<file path="src/verilog/atto_pkg.sv">
// shared constants for the acceleration, temperature and time stamp outputs
package atto_pkg;
   localparam int unsigned DATA_W = 16;
   localparam int unsigned ADDR_W = 7;
   localparam logic [6:0] OFS_ACC_X_FRAC = 7'h10;
   localparam logic [6:0] OFS_ACC_X_WORD = 7'h12;
   localparam logic [6:0] OFS_ACC_Y_FRAC = 7'h14;
   localparam logic [6:0] OFS_ACC_Y_WORD = 7'h16;
   localparam logic [6:0] OFS_ACC_Z_FRAC = 7'h18;
   localparam logic [6:0] OFS_ACC_Z_WORD = 7'h1A;
   localparam logic [6:0] OFS_THERMAL = 7'h1C;
   localparam logic [6:0] OFS_SYNC_TIME = 7'h1E;
   localparam logic [2:0] SYNC_MODE_SCALED = 3'h2;
   localparam int unsigned SYNC_MODE_LSB = 2;
   localparam int unsigned SYNC_MODE_MSB = 4;
   // one stamp tick is 490 clocks of 100 ns, 49.0 us (49020 ns truncated to whole clocks)
   localparam int unsigned STAMP_TICK_NS = 49020;
   localparam int unsigned CLK_PERIOD_NS = 100;
   localparam int unsigned STAMP_TICK_CYC = STAMP_TICK_NS / CLK_PERIOD_NS;
   localparam logic [9:0] STAMP_DIV_LAST = 10'(STAMP_TICK_CYC - 1);
   localparam logic [15:0] ZERO_WORD = 16'h0000;
   localparam int unsigned NUM_WORDS = 8;
endpackage

</file>
<file path="src/verilog/atto_regmem.sv">
// eight-word output register store with registered read data
`timescale 1ns/100ps
`default_nettype none
module atto_regmem
   import atto_pkg::*;
(
   input wire logic clk,
   input wire logic load,
   input wire logic [NUM_WORDS*DATA_W-1:0] load_data,
   input wire logic [2:0] rd_index,
   output logic [DATA_W-1:0] rd_data
);
   logic [DATA_W-1:0] mem [NUM_WORDS];
   // no reset: contents undefined until first update
   always_ff @(posedge clk) begin
      if (load) begin
         for (int i = 0; i < NUM_WORDS; i++) begin
            mem[i] <= load_data[i*DATA_W +: DATA_W];
         end
      end
      rd_data <= mem[rd_index];
   end
endmodule
`default_nettype wire

</file>
<file path="src/verilog/atto_outputs.sv">
// output register group: acceleration, temperature and sync time stamp
`timescale 1ns/100ps
`default_nettype none
module atto_outputs
   import atto_pkg::*;
(
   input wire logic CLK,
   input wire logic RST,
   input wire logic SYNC,
   input wire logic [2:0] SYNC_MODE,
   input wire logic SAMPLE_STROBE,
   input wire logic UPDATE_STROBE,
   input wire logic signed [31:0] ACC_X,
   input wire logic signed [31:0] ACC_Y,
   input wire logic signed [31:0] ACC_Z,
   input wire logic signed [15:0] THERMAL,
   input wire logic RD_EN,
   input wire logic WR_EN,
   input wire logic [6:0] ADDR,
   input wire logic [15:0] WR_DATA,
   output logic [15:0] RD_DATA,
   output logic RD_VALID,
   output logic STAMP_VALID
);
   typedef struct packed {
      logic sync_meta_reg;
      logic sync_sync_reg;
      logic sync_prev_reg;
      logic [9:0] div_reg;
      logic [15:0] run_reg;
      logic [15:0] last_sample_reg;
      logic rd_pend_reg;
      logic rd_hit_reg;
      logic rd_valid_reg;
      logic stamp_valid_reg;
      logic [15:0] rd_data_reg;
   } atto_state_type;

   atto_state_type s_reg;
   atto_state_type s_next;
   logic [15:0] mem_rd;
   logic [NUM_WORDS*DATA_W-1:0] load_word;

   function automatic logic addr_mapped(input logic [6:0] a);
      addr_mapped = (a >= OFS_ACC_X_FRAC) && (a <= OFS_SYNC_TIME)
         && (a[0] == 1'b0);
   endfunction

   function automatic logic [2:0] addr_index(input logic [6:0] a);
      logic [6:0] d;
      d = a - OFS_ACC_X_FRAC;
      addr_index = d[3:1];
   endfunction

   // word order follows offsets: frac below word for each axis
   always_comb begin
      load_word = {s_reg.last_sample_reg, THERMAL,
         ACC_Z[31:16], ACC_Z[15:0],
         ACC_Y[31:16], ACC_Y[15:0],
         ACC_X[31:16], ACC_X[15:0]};
   end

   atto_regmem u_mem (
      .clk(CLK),
      .load(UPDATE_STROBE),
      .load_data(load_word),
      .rd_index(addr_index(ADDR)),
      .rd_data(mem_rd)
   );

   always_comb begin
      logic edge_seen;
      logic tick;
      s_next = s_reg;
      edge_seen = s_reg.sync_sync_reg && !s_reg.sync_prev_reg;
      tick = (s_reg.div_reg == STAMP_DIV_LAST);
      s_next.sync_meta_reg = SYNC;
      s_next.sync_sync_reg = s_reg.sync_meta_reg;
      s_next.sync_prev_reg = s_reg.sync_sync_reg;
      if (edge_seen) begin
         s_next.div_reg = 10'h000;
         s_next.run_reg = ZERO_WORD;
      end else if (tick) begin
         s_next.div_reg = 10'h000;
         s_next.run_reg = s_reg.run_reg + 16'h0001;
      end else begin
         s_next.div_reg = s_reg.div_reg + 10'h001;
      end
      if (SAMPLE_STROBE) begin
         s_next.last_sample_reg = s_reg.run_reg;
      end
      s_next.stamp_valid_reg = (SYNC_MODE == SYNC_MODE_SCALED);
      // writes never touch the store
      s_next.rd_pend_reg = RD_EN;
      s_next.rd_hit_reg = RD_EN && addr_mapped(ADDR);
      s_next.rd_valid_reg = s_reg.rd_pend_reg;
      if (s_reg.rd_pend_reg) begin
         s_next.rd_data_reg = s_reg.rd_hit_reg ? mem_rd : ZERO_WORD;
      end
   end

   always_ff @(posedge CLK or posedge RST) begin
      if (RST) begin
         s_reg <= '0;
      end else begin
         s_reg <= s_next;
      end
   end

   assign RD_DATA = s_reg.rd_data_reg;
   assign RD_VALID = s_reg.rd_valid_reg;
   assign STAMP_VALID = s_reg.stamp_valid_reg;
endmodule
`default_nettype wire

</file>
<file path="config.mk">
export PLATFORM = sky130hd
export DESIGN_NAME = atto_outputs
export DESIGN_NICKNAME = d
export VERILOG_FILES = /design/src/verilog/atto_pkg.sv /design/src/verilog/atto_regmem.sv /design/src/verilog/atto_outputs.sv
export SDC_FILE = /design/constraint.sdc
export NUM_CORES = 1
export LEC_CHECK = 0
export BUFFER_PORTS_ARGS = -buffer_cell sky130_fd_sc_hd__buf_2
export CORE_MARGIN = 2
export CORE_UTILIZATION = 32
export CTS_CLUSTER_SIZE = 20
export DETAILED_ROUTE_END_ITERATION = 6
export SYNTH_ARGS = -nofsm -noshare
export SYNTH_HDL_FRONTEND = slang
export SYNTH_SLANG_ARGS = --single-unit
export TNS_END_PERCENT = 100
</file>
<file path="constraint.sdc">
create_clock -name CLK -period 1.71 [get_ports CLK]
set_input_delay 0 -clock CLK [delete_from_list [all_inputs] [get_ports CLK]]
set_output_delay 0 -clock CLK [all_outputs]
set_load 0.1 [all_outputs]
</file>
# After elaboration in Yosys (flattened, before gate mapping)
# Memories as Yosys holds them, arrays and structs flattened. A register that Yosys moved wholly into a read port is not among the register bits.
# Cells that the tools add are included.
# classes
n_addsub	3
bitwise	1
eq_ne	2
reduce_logical	6
mux	6
n_lt_le_gt_ge	2
# ops
cell	count
$mux 16	2
$mux 26	1
$add 16x1->16 const B	1
$add 10x1->10 const B	1
$eq 10x9->1 const B	1
$mux 10	1
$ge 7x5->1 const B	1
$le 7x5->1 const B	1
$logic_and 1x1->1	4
$sub 4x1->4 const B	1
$eq 3x2->1 const B	1
$mux 1	2
$reduce_bool 2->1	1
$logic_not 1->1	1
$not 1->1	1
# word_totals
mem_bits_rw	128
ff_bits	65
mem_count	1
output_inout_bits	18
input_bits	145
# memory_table
memory	words	word_bits	rd	rd_clocked_by_memory_dff	write_ports	line_no	source
u_mem.mem	8	16	1	1	8	atto_regmem.sv:13	logic [DATA_W-1:0] mem [NUM_WORDS];

# Depth between registers and ports, before layout
# Gate-level depths: netlist of the first run.
# depth
ltp_word	4
ltp_mapped	7

# By module
# Synthesis of the first run repeated with hierarchy kept, for this count alone.
# hier_totals
cells_unflattened	470
area_unflattened_um2	8124.0
# by_module_without_submodules
module	cells_per_inst	instances	seq_area_each_um2	area_per_inst_um2
atto_regmem	201	1	4164.0	5235.0
atto_outputs	269	1	1626.6	2889.0

# Worst setup path after synthesis of the first run
# Ideal clock, no wire load.
# synth_path
kind	reg2reg
start	register s_reg[53] in the netlist's numbering
end	register s_reg[48] in the netlist's numbering
stages_incl_launch_ff	8
slack_ps	112
arrival_time_ps	1532
path_buffers	1
synth_period_minus_slack_ps	1598
path_cell_list	dfrtp_1 inv_1 ha_1 and2b_1 nand4_1 buf_2 or4_1 nand2_1
# synth_via
elab_chain_cells	2
# synth_rtl
item	line_no	source
from (decl)	atto_outputs.sv:39	atto_state_type s_reg;
from (signal assigned)	atto_outputs.sv:106	s_reg <= s_next;
$eq 10x9->1	atto_outputs.sv:76	tick = (s_reg.div_reg == STAMP_DIV_LAST);
$reduce_bool 2->1 (no line)	--	
# Every way passes these cells.
# A chain may end at the register's enable or synchronous reset.

# Final worst setup path of the first run
# layout_path
start	register s_reg[53] in the netlist's numbering
end	register s_reg[50] in the netlist's numbering
# Same word-level chain as after synthesis.

==> qor.txt, run 1 <==
Crit path capture type: flip-flop
Synthesis-stage register bit count: 209
Met1 WL: 7.551 mm
Clk_skew: 0.007109 ns
I/O pin count: 163
# rows: 57
RR Endpoint: s_reg[50]$_DFFE_PP0P_
CTS tree: yes
Vias per cell: 4.581
Worst setup path class: flip-flop to flip-flop
Fmax: 597.9 MHz
Hpwl dp: 11.80 mm
Setup WS post-layout: 0.03741 ns
Total number of vias: 5044
Max reg flops: 128
WL final: 18.77 mm
Multi-input combinational cell area: 1966 sq um
Slew Limit Fails: 0
Post-route DRC: 0
Syn Std Cell Area: 8020 sq um
Routed length on met2: 9.651 mm
Die height: 162.3 um
R2R Path Start: s_reg[53]$_DFF_PP0_
Worst Hold Depth: 2
Sequential share of the synthesized area: 72.20%
Commonest non-fill, non-tap cells in the layout: 144 x buf_2, 128 x edfxtp_1, 119 x dlygate4sd3_1
Syn_nets: 624
H-tree levels: 1
Commonest non-fill, non-tap cell in the layout: buf_2
Initial antenna violation count: 1
Port Buffer Count: 145
Number of hold violations in the final report: 0
Largest vdd supply drop: 0.5591 mV
Fraction of layout cells with a size suffix above 1: 35.70%
CTS root buffer: clkbuf_16
Synthesis Warnings: 0
Global-route wire length before repair: 29.15 mm
Overall power: 0.01172 W
Total global routing overflow: 0
Unique masters post-synth: 43
Max-cap viol count: 0
Worst hold start: UPDATE_STROBE
Nets@finish: 908
Top layer in use: met4
Worst-case reg-to-reg path depth: 6
Met3 routed WL: 950 um
Synth-to-layout area growth: 39.20%
DIE AREA: 26350 sq um
DR iter-0 viols: 470
Pre-CTS WS: -0.07519 ns
Clock Latency Late Sink: 0.49 ns
Fill count: 2115
Initial core utilization: 32.79%
Drt wl/cell: 17.05 um
Number of clock buffers inserted by TritonCTS: 23
DRT Pass-1 Iters: 4
Minimum clock period: 1.673 ns
Number of global-route vias before repair: 5588
Worst Max-Slew Pin Slew: 0.5498 ns
Final period util: 97.81%
RSZ-0062 raised after global routing: true
Largest net degree at the start of global routing: 67
FF/Latch Area: 5791 sq um
Crit-path max FO: 6
Clock Sink Count: 209
GRT Util Overall: 14.23%
Core area: 24460 sq um
Syn avg cell area: 16.85 sq um
HP Class: input port to flip-flop
Critical Path RT: 2.13 ns
Antenna viol nets, final: 0
Post-Synthesis Cells: 476
Status: finished, final reports clean
Worst-path clk slew: 0.06 ns
WP data arrival: 2.09 ns
Worst slew margin: 63.34%
Die width: 162.3 um
Critical Path Start Type: flip-flop
Hold Crit Endpoint: u_mem.mem[4][2]$_DFFE_PP_
Flop2flop setup slack: 0.04 ns
Power per Cell Area: 1050 nW/um^2
Pleak: 4.554 nW
Final GP Congestion: 0.7705
# setup viols final: 0
Bufs on Longest Clock Path: 3
-- where the power goes --
| group | switching [W] | internal, W |
|---|---|---|
| Clock | 0.00190 | 0.00286 |
| Combinational | 0.000508 | 0.000635 |
| Sequential | 0.000106 | 0.00572 |
-- worst max path at each step --
| stage | start | end | slack (ns) | cells past startpoint |
|---|---|---|---|---|
| global placement | s_reg[53]$_DFF_PP0_ | s_reg[50]$_DFFE_PP0P_ | 0.05 | 6 |
| finish | s_reg[53]$_DFF_PP0_ | s_reg[50]$_DFFE_PP0P_ | 0.04 | 6 |
| global route | s_reg[53]$_DFF_PP0_ | s_reg[50]$_DFFE_PP0P_ | -0.05 | 6 |
| floorplan | RST | RD_DATA[0]$_DFFE_PP0P_ | 0.08 | 1 |
| detailed placement | s_reg[53]$_DFF_PP0_ | s_reg[44]$_DFFE_PP0P_ | -0.08 | 7 |
| CTS | s_reg[53]$_DFF_PP0_ | s_reg[44]$_DFFE_PP0P_ | 0.004 | 7 |
-- cell families after synthesis --
group                    share of synthesized area (%)
multiplexers                                     13.73
adder cells (fa/ha/maj)                         0.4681
buffers and inverters                            3.401
flip-flops                                       72.20
XOR/XNOR                                         1.311
AND/OR/NAND/NOR                                  6.599
AO/OA/AOI/OAI                                    2.293
-- timing repair --
action                     in CTS  in global routing
cloned                          0                  0
setup endpoints to repair       2                  3
resized for setup               2                  0
setup buffers                   1                  1
hold buffers                  119                  0
pin swaps                       1                  2
hold endpoints to repair      135                  0
-- stage by stage --
step                utilization, %  area [sq um]  hold slack [ns]  TNS [ns]  std cells
finish                       45.64         11160          0.03657         0       1101
global route                 45.64         11160          0.05633  -0.09486       1101
detailed placement           37.70          9221          0.07808  -0.08081        938
floorplan                        -          8020          0.03143         0        476
CTS                          45.60         11150          0.04902         0       1099
global placement             37.70          9221          0.08316         0        938
-- layout make-up --
class / count / area share [%]
sequential: 209 / 51.87
multi-input combinational: 213 / 17.61
tap: 324 / 3.631
clock buffer: 30 / 5.570
clock inverter: 11 / 0.9302
antenna: 1 / 0.02241
timing repair buffer: 293 / 19.70
inverter: 20 / 0.6724
-- Yosys cell counts, drive strengths merged --
cell,n,share of area [%]
o21ai,21,1.3
and2b,1,0.094
a21oi,8,0.50
and3,1,0.078
nor3b,2,0.33
or4,3,0.28
nand4,6,0.47
mux2i,2,0.25
mux4,32,9.0
nand3,12,0.81
dfrtp,65,20
xor2,3,0.33
edfxtp,128,48
nor3,3,0.25
o31ai,2,0.19
mux2,32,4.5
buf,23,1.9
nand2b,4,0.31
or3b,1,0.11
clkbuf,11,0.53
o211ai,1,0.094
and4,4,0.44
and2,4,0.31
a41o,1,0.12
nor4,3,0.23
a31oi,1,0.078
nor2b,1,0.078
and4b,1,0.12
nor2,19,0.89
dfxtp,16,4.0
or3,3,0.23
nand2,28,1.3
inv,20,0.94
ha,3,0.47
nand4b,2,0.22
xnor2,9,0.98
-- worst max-delay path: stages, from the launching register on --
cell and delay (ns):
dfrtp_1 0.38, inv_1 0.06, ha_1 0.14, and2b_1 0.15
nand4_1 0.19, or4_1 0.53, a21oi_1 0.15
-- metal layers --
metal,vias up,global-route usage [%]
met5,-,0
met4,0,5.109
met3,49,2.477
met2,156,25.11
met1,2495,17.61
li1,2344,-
Note: power is estimated with default switching activity, not from simulation.
==> run 2: changes to the inputs <==
ABC_AREA = 1   (was not set)
==> run 2 against run 1 <==
Via count is 21% higher. Hold slack better by 0.0091 ns. Critical path type unchanged. Combinational power is 8% lower.
==> qor.txt, run 2 <==
Setup WS post-layout: 0.2603 ns (was 0.03741 ns)
Postcts setup bufs: 0 (was 1)
ANT cells: 0 (was 1)
Worst-path clk slew: 0.06 ns (about the same)
Post-synth top area share: 46.20% (was 47.93%)
Nets@finish: 1154 (was 908)
Antenna viol nets, final: 0 (unchanged)
Critical path's slowest cell: dfrtp_1 (was or4_1)
Bufs on Longest Clock Path: 3 (unchanged)
Fmax: 689.8 MHz (was 597.9 MHz)
Cells after DPL: 1194 (was 938)
Dominant register cell in the synthesized netlist: edfxtp_1 (unchanged)
Unique masters post-synth: 34 (was 43)
Top layer in use: met4 (unchanged)
Clk_skew: 0.01984 ns (was 0.007109 ns)
Most frequent cell after synthesis: nor2_1 (was edfxtp_1)
Port Buffer Count: 145 (unchanged)
Synthesis-stage register bit count: 209 (unchanged)
Routed length on met2: 10.04 mm (was 9.651 mm)
RSZ-0062 raised after global routing: false (was true)
Number of global-route vias before repair: 6082 (was 5588)
Max-cap viol count: 0 (unchanged)
# setup viols final: 0 (unchanged)
Critical Path Start Type: flip-flop (unchanged)
Largest vdd supply drop: 0.6550 mV (was 0.5591 mV)
Most frequent CP cell: inv_1
Pleak: 4.712 nW (was 4.554 nW)
Crit-path max FO: 9 (was 6)
H-tree levels: 1 (unchanged)
Largest net degree at the start of global routing: 65 (was 67)
Global-route wire length before repair: 30.95 mm (was 29.15 mm)
Delay-heaviest family, CP: simple AND/OR/NAND/NOR gates (unchanged)
R2R Path Start: s_reg[53]$_DFF_PP0_ (unchanged)
Syn_nets: 894 (was 624)
Number of synthesized flops with an enable pin: 128 (unchanged)
Final Non-Filler Cells: 1356 (was 1101)
Commonest non-fill, non-tap cell in the layout: nor2_1 (was buf_2)
Slew Limit Fails: 0 (unchanged)
Flop2flop setup slack: 0.26 ns (was 0.04 ns)
Clock Sink Count: 209 (unchanged)
Drt wl/cell: 14.77 um (was 17.05 um)
Syn Std Cell Area: 8320 sq um (was 8020 sq um)
Fin Setup TNS: 0 ns (unchanged)
Power per Cell Area: 1028 nW/um^2 (was 1050 nW/um^2)
Minimum clock period: 1.450 ns (was 1.673 ns)
Hpwl dp: 12.75 mm (was 11.80 mm)
GRT Util Overall: 14.50% (was 14.23%)
Syn avg cell area: 11.15 sq um (was 16.85 sq um)
Worst-case reg-to-reg path depth: 9 (was 6)
Commonest non-fill, non-tap cells in the layout: 145 x nor2_1, 144 x buf_2, 128 x edfxtp_1 (was 144 x buf_2, 128 x edfxtp_1, 119 x dlygate4sd3_1)
Crit path buffers/inverters: 3 (was 1)
Clock Latency Late Sink: 0.52 ns (was 0.49 ns)
Initial core utilization: 32.30% (was 32.79%)
WP data arrival: 1.85 ns (was 2.09 ns)
Met3 routed WL: 1.055 mm (was 950 um)
HP Class: input port to asynchronous set/reset pin (was input port to flip-flop)
Status: finished, final reports clean (unchanged)
RR Endpoint: s_reg[38]$_DFFE_PP0P_ (was s_reg[50]$_DFFE_PP0P_)
DRT Pass-1 Iters: 4 (unchanged)
Critical Path RT: 2.11 ns (was 2.13 ns)
Core area: 25760 sq um (was 24460 sq um)
WP depth: 9 (was 6)
CTS tree: yes (unchanged)
Post-route DRC: 0 (unchanged)
Met1 WL: 8.419 mm (was 7.551 mm)
Vias per cell: 4.516 (was 4.581)
Number of hold violations in the final report: 0 (unchanged)
Top area cells in the synthesized netlist: edfxtp_1 46%, dfrtp_1 20%, nor2_1 6.5% (was edfxtp_1 48%, dfrtp_1 20%, mux4_2 9.0%)
DR iter-0 viols: 389 (was 470)
Final GP Congestion: 0.8041 (was 0.7705)
Number of clock buffers inserted by TritonCTS: 23 (unchanged)
WL final: 20.03 mm (was 18.77 mm)
Cell Chain, Critical Path: inv_1 > ha_1 > inv_1 > nor2_1 > nand3_4 > nand2_4 > inv_4 > nand2_1 > o21ai_2 (was inv_1 > ha_1 > and2b_1 > nand4_1 > or4_1 > a21oi_1)
Final period util: 84.78% (was 97.81%)
CTS root buffer: clkbuf_16 (unchanged)
Yosys top cell by area: edfxtp_1 (unchanged)
Die height: 165.3 um (was 162.3 um)
DIE AREA: 27310 sq um (was 26350 sq um)
Async SR Flop Fraction: 31.10% (unchanged)
Post-CTS sizing: 0 (was 2)
Pre-CTS WS: 0.2541 ns (was -0.07519 ns)
Die width: 165.3 um (was 162.3 um)
Max reg flops: 128 (unchanged)
# rows: 59 (was 57)
Post-Synthesis Cells: 746 (was 476)
Synth-to-layout area growth: 36.06% (was 39.20%)
Worst slew margin: 60.63% (was 63.34%)
Synthesis Warnings: 0 (unchanged)
Largest stage delay, worst path: 0.37 ns (was 0.53 ns)
I/O pin count: 163 (unchanged)
Total global routing overflow: 0 (unchanged)
Crit path capture type: flip-flop (unchanged)
Sequential share of the synthesized area: 69.59% (was 72.20%)
Worst setup path class: flip-flop to flip-flop (unchanged)
Initial antenna violation count: 0 (was 1)
Worst Max-Slew Pin Slew: 0.5905 ns (was 0.5498 ns)
Synth cell count leaders: 145 x nor2_1, 128 x edfxtp_1, 101 x o21ai_0, 98 x nand2_1, 65 x dfrtp_1 (was 128 x edfxtp_1, 65 x dfrtp_1, 32 x mux2_2, 32 x mux4_2, 27 x nand2_1)
Fraction of layout cells with a size suffix above 1: 21.16% (was 35.70%)
Total number of vias: 6124 (was 5044)
Hold_buf cts: 122 (was 119)
-- run 2: layout make-up --
type / instances / area (sq um)
fillers: 2318 / 14440
flip-flops and latches: 209 / 5791
repair buffers: 284 / 2152
multi-input cells: 447 / 2083
clock buffers: 29 / 598.1
well taps: 335 / 419.2
inverters: 41 / 156.4
clock inverters: 11 / 121.4
-- run 2: worst max-delay path by stage --
stage                                      from                        end
after floorplan                             RST     RD_DATA[0]$_DFFE_PP0P_
final                       s_reg[53]$_DFF_PP0_      s_reg[38]$_DFFE_PP0P_
after global routing      s_reg[37]$_DFFE_PP0P_      s_reg[46]$_DFFE_PP0P_
after global placement                  ADDR[1]  u_mem.rd_data[15]$_DFF_P_
after detailed placement                ADDR[1]  u_mem.rd_data[15]$_DFF_P_
after CTS                   s_reg[53]$_DFF_PP0_      s_reg[38]$_DFFE_PP0P_
-- run 2: cells by family (layout without fill, tap and decap cells) --
logic type               after synthesis  count (layout)  synth area share [%]
buffers and inverters                 90             365                 5.368
AO/OA/AOI/OAI                        138             138                 8.466
AND/OR/NAND/NOR                      294             294                 14.53
multiplexers                          11              11                 1.489
XOR/XNOR                               1               1                0.1053
flip-flops                           209             209                 69.59
adder cells (fa/ha/maj)                3               3                0.4512
-- run 2: per-layer routing --
metal	GRT usage (%)	up-vias
met4	4.783	0
met5	0	-
li1	-	3040
met2	25.70	154
met1	17.85	2883
met3	2.622	47
-- run 2: stage by stage --
stage | util, % | total power, W | hold WS [ns] | instance area, sq um
final | 43.94 | 0.01164 | 0.04565 | 11320
after CTS | 43.94 | 0.01178 | 0.04882 | 11320
after detailed placement | 36.41 | 0.006784 | 0.03240 | 9380
after global placement | 36.41 | 0.006762 | 0.02788 | 9380
after global routing | 43.94 | 0.01213 | 0.06577 | 11320
after floorplan | - | 0.006360 | 0.03143 | 8320
-- run 2: where the power goes --
group	internal [W]	leakage, nW	switching (W)
Combinational	0.000476	2.08	0.000574
Sequential	0.00572	2.28	0.000117
Clock	0.00279	0.349	0.00196
-- run 2: worst reg2reg max path: cells and delay by family, from the launching register on --
| family | cells | cell delay [ns] |
|---|---|---|
| flops | 1 | 0.37 |
| simple gates | 4 | 0.56 |
| compound gates | 1 | 0.05 |
| fa+ha+maj | 1 | 0.16 |
| buf+inv | 3 | 0.20 |
==> run 3: changes to the inputs <==
clock period = 1.3 ns   (was 1.71 ns; I/O delays follow)
==> run 3 against run 2 <==
The flow now finishes with violations (setup timing). Register-to-register slack got worse by 0.29 ns. Final area rose by 4.8%. Via count rose by 1.8%. Hold slack got worse by 0.030 ns.
==> qor.txt, run 3 (synthesized netlist as in run 2, its figures left out) <==
Status: complete, but fails checks (was finished, final reports clean)
Failing checks: setup timing
Antenna viol nets, final: 0 (unchanged)
Final period util: 102.6% (was 84.78%)
Setup WS post-layout: -0.03417 ns (was 0.2603 ns)
Fin Setup TNS: -0.2074 ns (was 0 ns)
DIE AREA: 27310 sq um (unchanged)
Clk pwr share: 41.1% (was 40.8%)
Bufs on Longest Clock Path: 3 (unchanged)
DRT Pass-1 Iters: 5 (was 4)
Total number of vias: 6237 (was 6124)
Initial core utilization: 32.30% (unchanged)
Core area: 25760 sq um (unchanged)
Global-route wire length before repair: 31.17 mm (was 30.95 mm)
Critical Path RT: 1.70 ns (was 2.11 ns)
Clock Sink Count: 209 (unchanged)
Largest vdd supply drop: 0.9421 mV (was 0.6550 mV)
Number of clock buffers inserted by TritonCTS: 23 (unchanged)
WL final: 20.95 mm (was 20.03 mm)
HP Class: input port to flip-flop (was input port to asynchronous set/reset pin)
CTS tree: yes (unchanged)
Pleak: 4.899 nW (was 4.712 nW)
ANT cells: 0 (unchanged)
Number of hold violations in the final report: 0 (unchanged)
Fmax: 749.5 MHz (was 689.8 MHz)
Largest net degree at the start of global routing: 48 (was 65)
Commonest non-fill, non-tap cell in the layout: nor2_1 (unchanged)
Crit-path max FO: 10 (was 9)
Cell Chain, Critical Path: nor2_2 > nand3b_1 > nor2_4 > buf_12 > nand3_1 > nand2_1 > nor2_1 (was inv_1 > ha_1 > inv_1 > nor2_1 > nand3_4 > nand2_4 > inv_4 > nand2_1 > o21ai_2)
Power per Cell Area: 1331 nW/um^2 (was 1028 nW/um^2)
Crit path capture type: flip-flop (unchanged)
Worst Max-Slew Pin Slew: 0.5954 ns (was 0.5905 ns)
# setup viols final: 10 (was 0)
Net switching power: 0.003525 W (was 0.002650 W)
Worst setup path class: flip-flop to flip-flop (unchanged)
Commonest non-fill, non-tap cells in the layout: 133 x nor2_1, 128 x buf_2, 128 x edfxtp_1 (was 145 x nor2_1, 144 x buf_2, 128 x edfxtp_1)
Largest stage delay, worst path: 0.44 ns (was 0.37 ns)
Drt wl/cell: 15.11 um (was 14.77 um)
DR iter-0 viols: 471 (was 389)
Vias per cell: 4.500 (was 4.516)
Met2 Use GR: 25.61% (was 25.70%)
Fraction of layout cells with a size suffix above 1: 27.12% (was 21.16%)
Total global routing overflow: 0 (unchanged)
Sequential cell fraction of total power: 48.9% (was 50.2%)
Gr busiest metal: met2 (unchanged)
Nets@finish: 1182 (was 1154)
Initial antenna violation count: 0 (unchanged)
Post-route DRC: 0 (unchanged)
H-tree levels: 1 (unchanged)
Worst-path clk slew: 0.06 ns (about the same)
Slew Limit Fails: 0 (unchanged)
Crit path buffers/inverters: 1 (was 3)
Hpwl dp: 13.41 mm (was 12.75 mm)
Max reg flops: 128 (unchanged)
# rows: 59 (unchanged)
Pre-CTS WS: -0.09082 ns (was 0.2541 ns)
Max-cap viol count: 0 (unchanged)
Clk_skew: 0.007847 ns (was 0.01984 ns)
Die width: 165.3 um (unchanged)
Delay-heaviest family, CP: simple AND/OR/NAND/NOR gates (unchanged)
RSZ-0062 raised after global routing: true (was false)
GRT Util Overall: 14.77% (was 14.50%)
Port Buffer Count: 145 (unchanged)
Switching Fraction: 22.33% (was 22.77%)
Worst slew margin: 60.27% (was 60.63%)
Final GP Congestion: 0.8213 (was 0.8041)
Internal: 0.01226 W (was 0.008990 W)
I/O pin count: 163 (unchanged)
Met3 GRT Util: 2.797% (was 2.622%)
Clock Latency Late Sink: 0.50 ns (was 0.52 ns)
Number of global-route vias before repair: 5918 (was 6082)
Minimum clock period: 1.334 ns (was 1.450 ns)
Synth-to-layout area growth: 42.56% (was 36.06%)
Comb power frac: 10.1% (was 9.0%)
Die height: 165.3 um (unchanged)
CTS root buffer: clkbuf_16 (unchanged)
Met1 GRT Util: 18.70% (was 17.85%)
Critical path's slowest cell: dfrtp_1 (unchanged)
WP data arrival: 1.73 ns (was 1.85 ns)
Critical Path Start Type: flip-flop (unchanged)
-- run 3: cell count changes in the layout (fill, tap and decap cells not counted), moves of 5 or more --
cell | before | now
nor2_4 | 0 | 5
nor2_2 | 5 | 12
nor2_1 | 145 | 133
nand2_2 | 0 | 8
buf_2 | 144 | 128
nand2_1 | 98 | 89
buf_12 | 6 | 11
buf_4 | 12 | 45
-- run 3: final timing paths --
check | startpoint | end | slack, ns | cells past startpoint
min in group asynchronous | RST | s_reg[61]$_DFF_PP0_ | 0.09 | 3
setup reg to reg | s_reg[54]$_DFF_PP0_ | s_reg[47]$_DFFE_PP0P_ | -0.03 | 7
max in group asynchronous | RST | s_reg[52]$_DFF_PP0_ | 0.68 | 4
setup / recovery | s_reg[54]$_DFF_PP0_ | s_reg[47]$_DFFE_PP0P_ | -0.03 | 7
hold / removal | UPDATE_STROBE | u_mem.mem[2][0]$_DFFE_PP_ | 0.02 | 2
hold reg to reg | s_next[63]$_DFF_PP0_ | s_next[62]$_DFF_PP0_ | 0.35 | 0
-- run 3: what timing repair did --
| item | 4_1_cts | 5_1_grt |
|---|---|---|
| setup buffers | 4 | 3 |
| resized for setup | 28 | 40 |
| cloned | 1 | 1 |
| endpoints found under the hold margin | 202 | 0 |
| pin swaps | 7 | 4 |
| setup endpoints to repair | 28 | 46 |
| hold buffers | 122 | 0 |
-- run 3: layout make-up --
type | instances | area (sq um)
repair buffers | 311 | 2475
clock inverters | 6 | 81.33
fillers | 2334 | 13900
inverters | 41 | 165.2
clock buffers | 36 | 675.6
flip-flops and latches | 209 | 5794
well taps | 335 | 419.2
multi-input cells | 448 | 2251
-- run 3: per-stage QoR --
step | instance area, sq um | utilization (%) | hold slack (ns) | total power (W) | instances
finish | 11860 | 46.04 | 0.01582 | 0.01578 | 1386
global route | 11860 | 46.04 | 0.008231 | 0.01641 | 1386
CTS | 11690 | 45.38 | 0.001855 | 0.01590 | 1382
detailed placement | 9579 | 37.18 | 0.06446 | 0.009007 | 1213
global placement | 9579 | 37.18 | 0.06347 | 0.008988 | 1213
floorplan | 8327 | - | 0.03143 | 0.008368 | 746
-- run 3: power by group through the flow --
stage | combinational [W] | sequential (W) | clock, W
after global placement | 0.00116 | 0.00783 | 0
after global routing | 0.00175 | 0.00775 | 0.00690
after detailed placement | 0.00118 | 0.00783 | 0
after floorplan | 0.000572 | 0.00780 | 0
final | 0.00159 | 0.00771 | 0.00648
after CTS | 0.00154 | 0.00770 | 0.00666
-- run 3: layer usage --
layer | vias to the layer above | part of all wire, %
li1 | 3096 | -
met3 | 34 | 5.4
met4 | 0 | 2.0
met2 | 146 | 50
met5 | - | 0
met1 | 2961 | 42
-- run 3: worst reg2reg max path: cells and delay by family (launching register included) --
| kind | cells | cell delay (ns) |
|---|---|---|
| buffers and inverters | 1 | 0.15 |
| flip-flops | 1 | 0.44 |
| AND/OR/NAND/NOR | 6 | 0.63 |
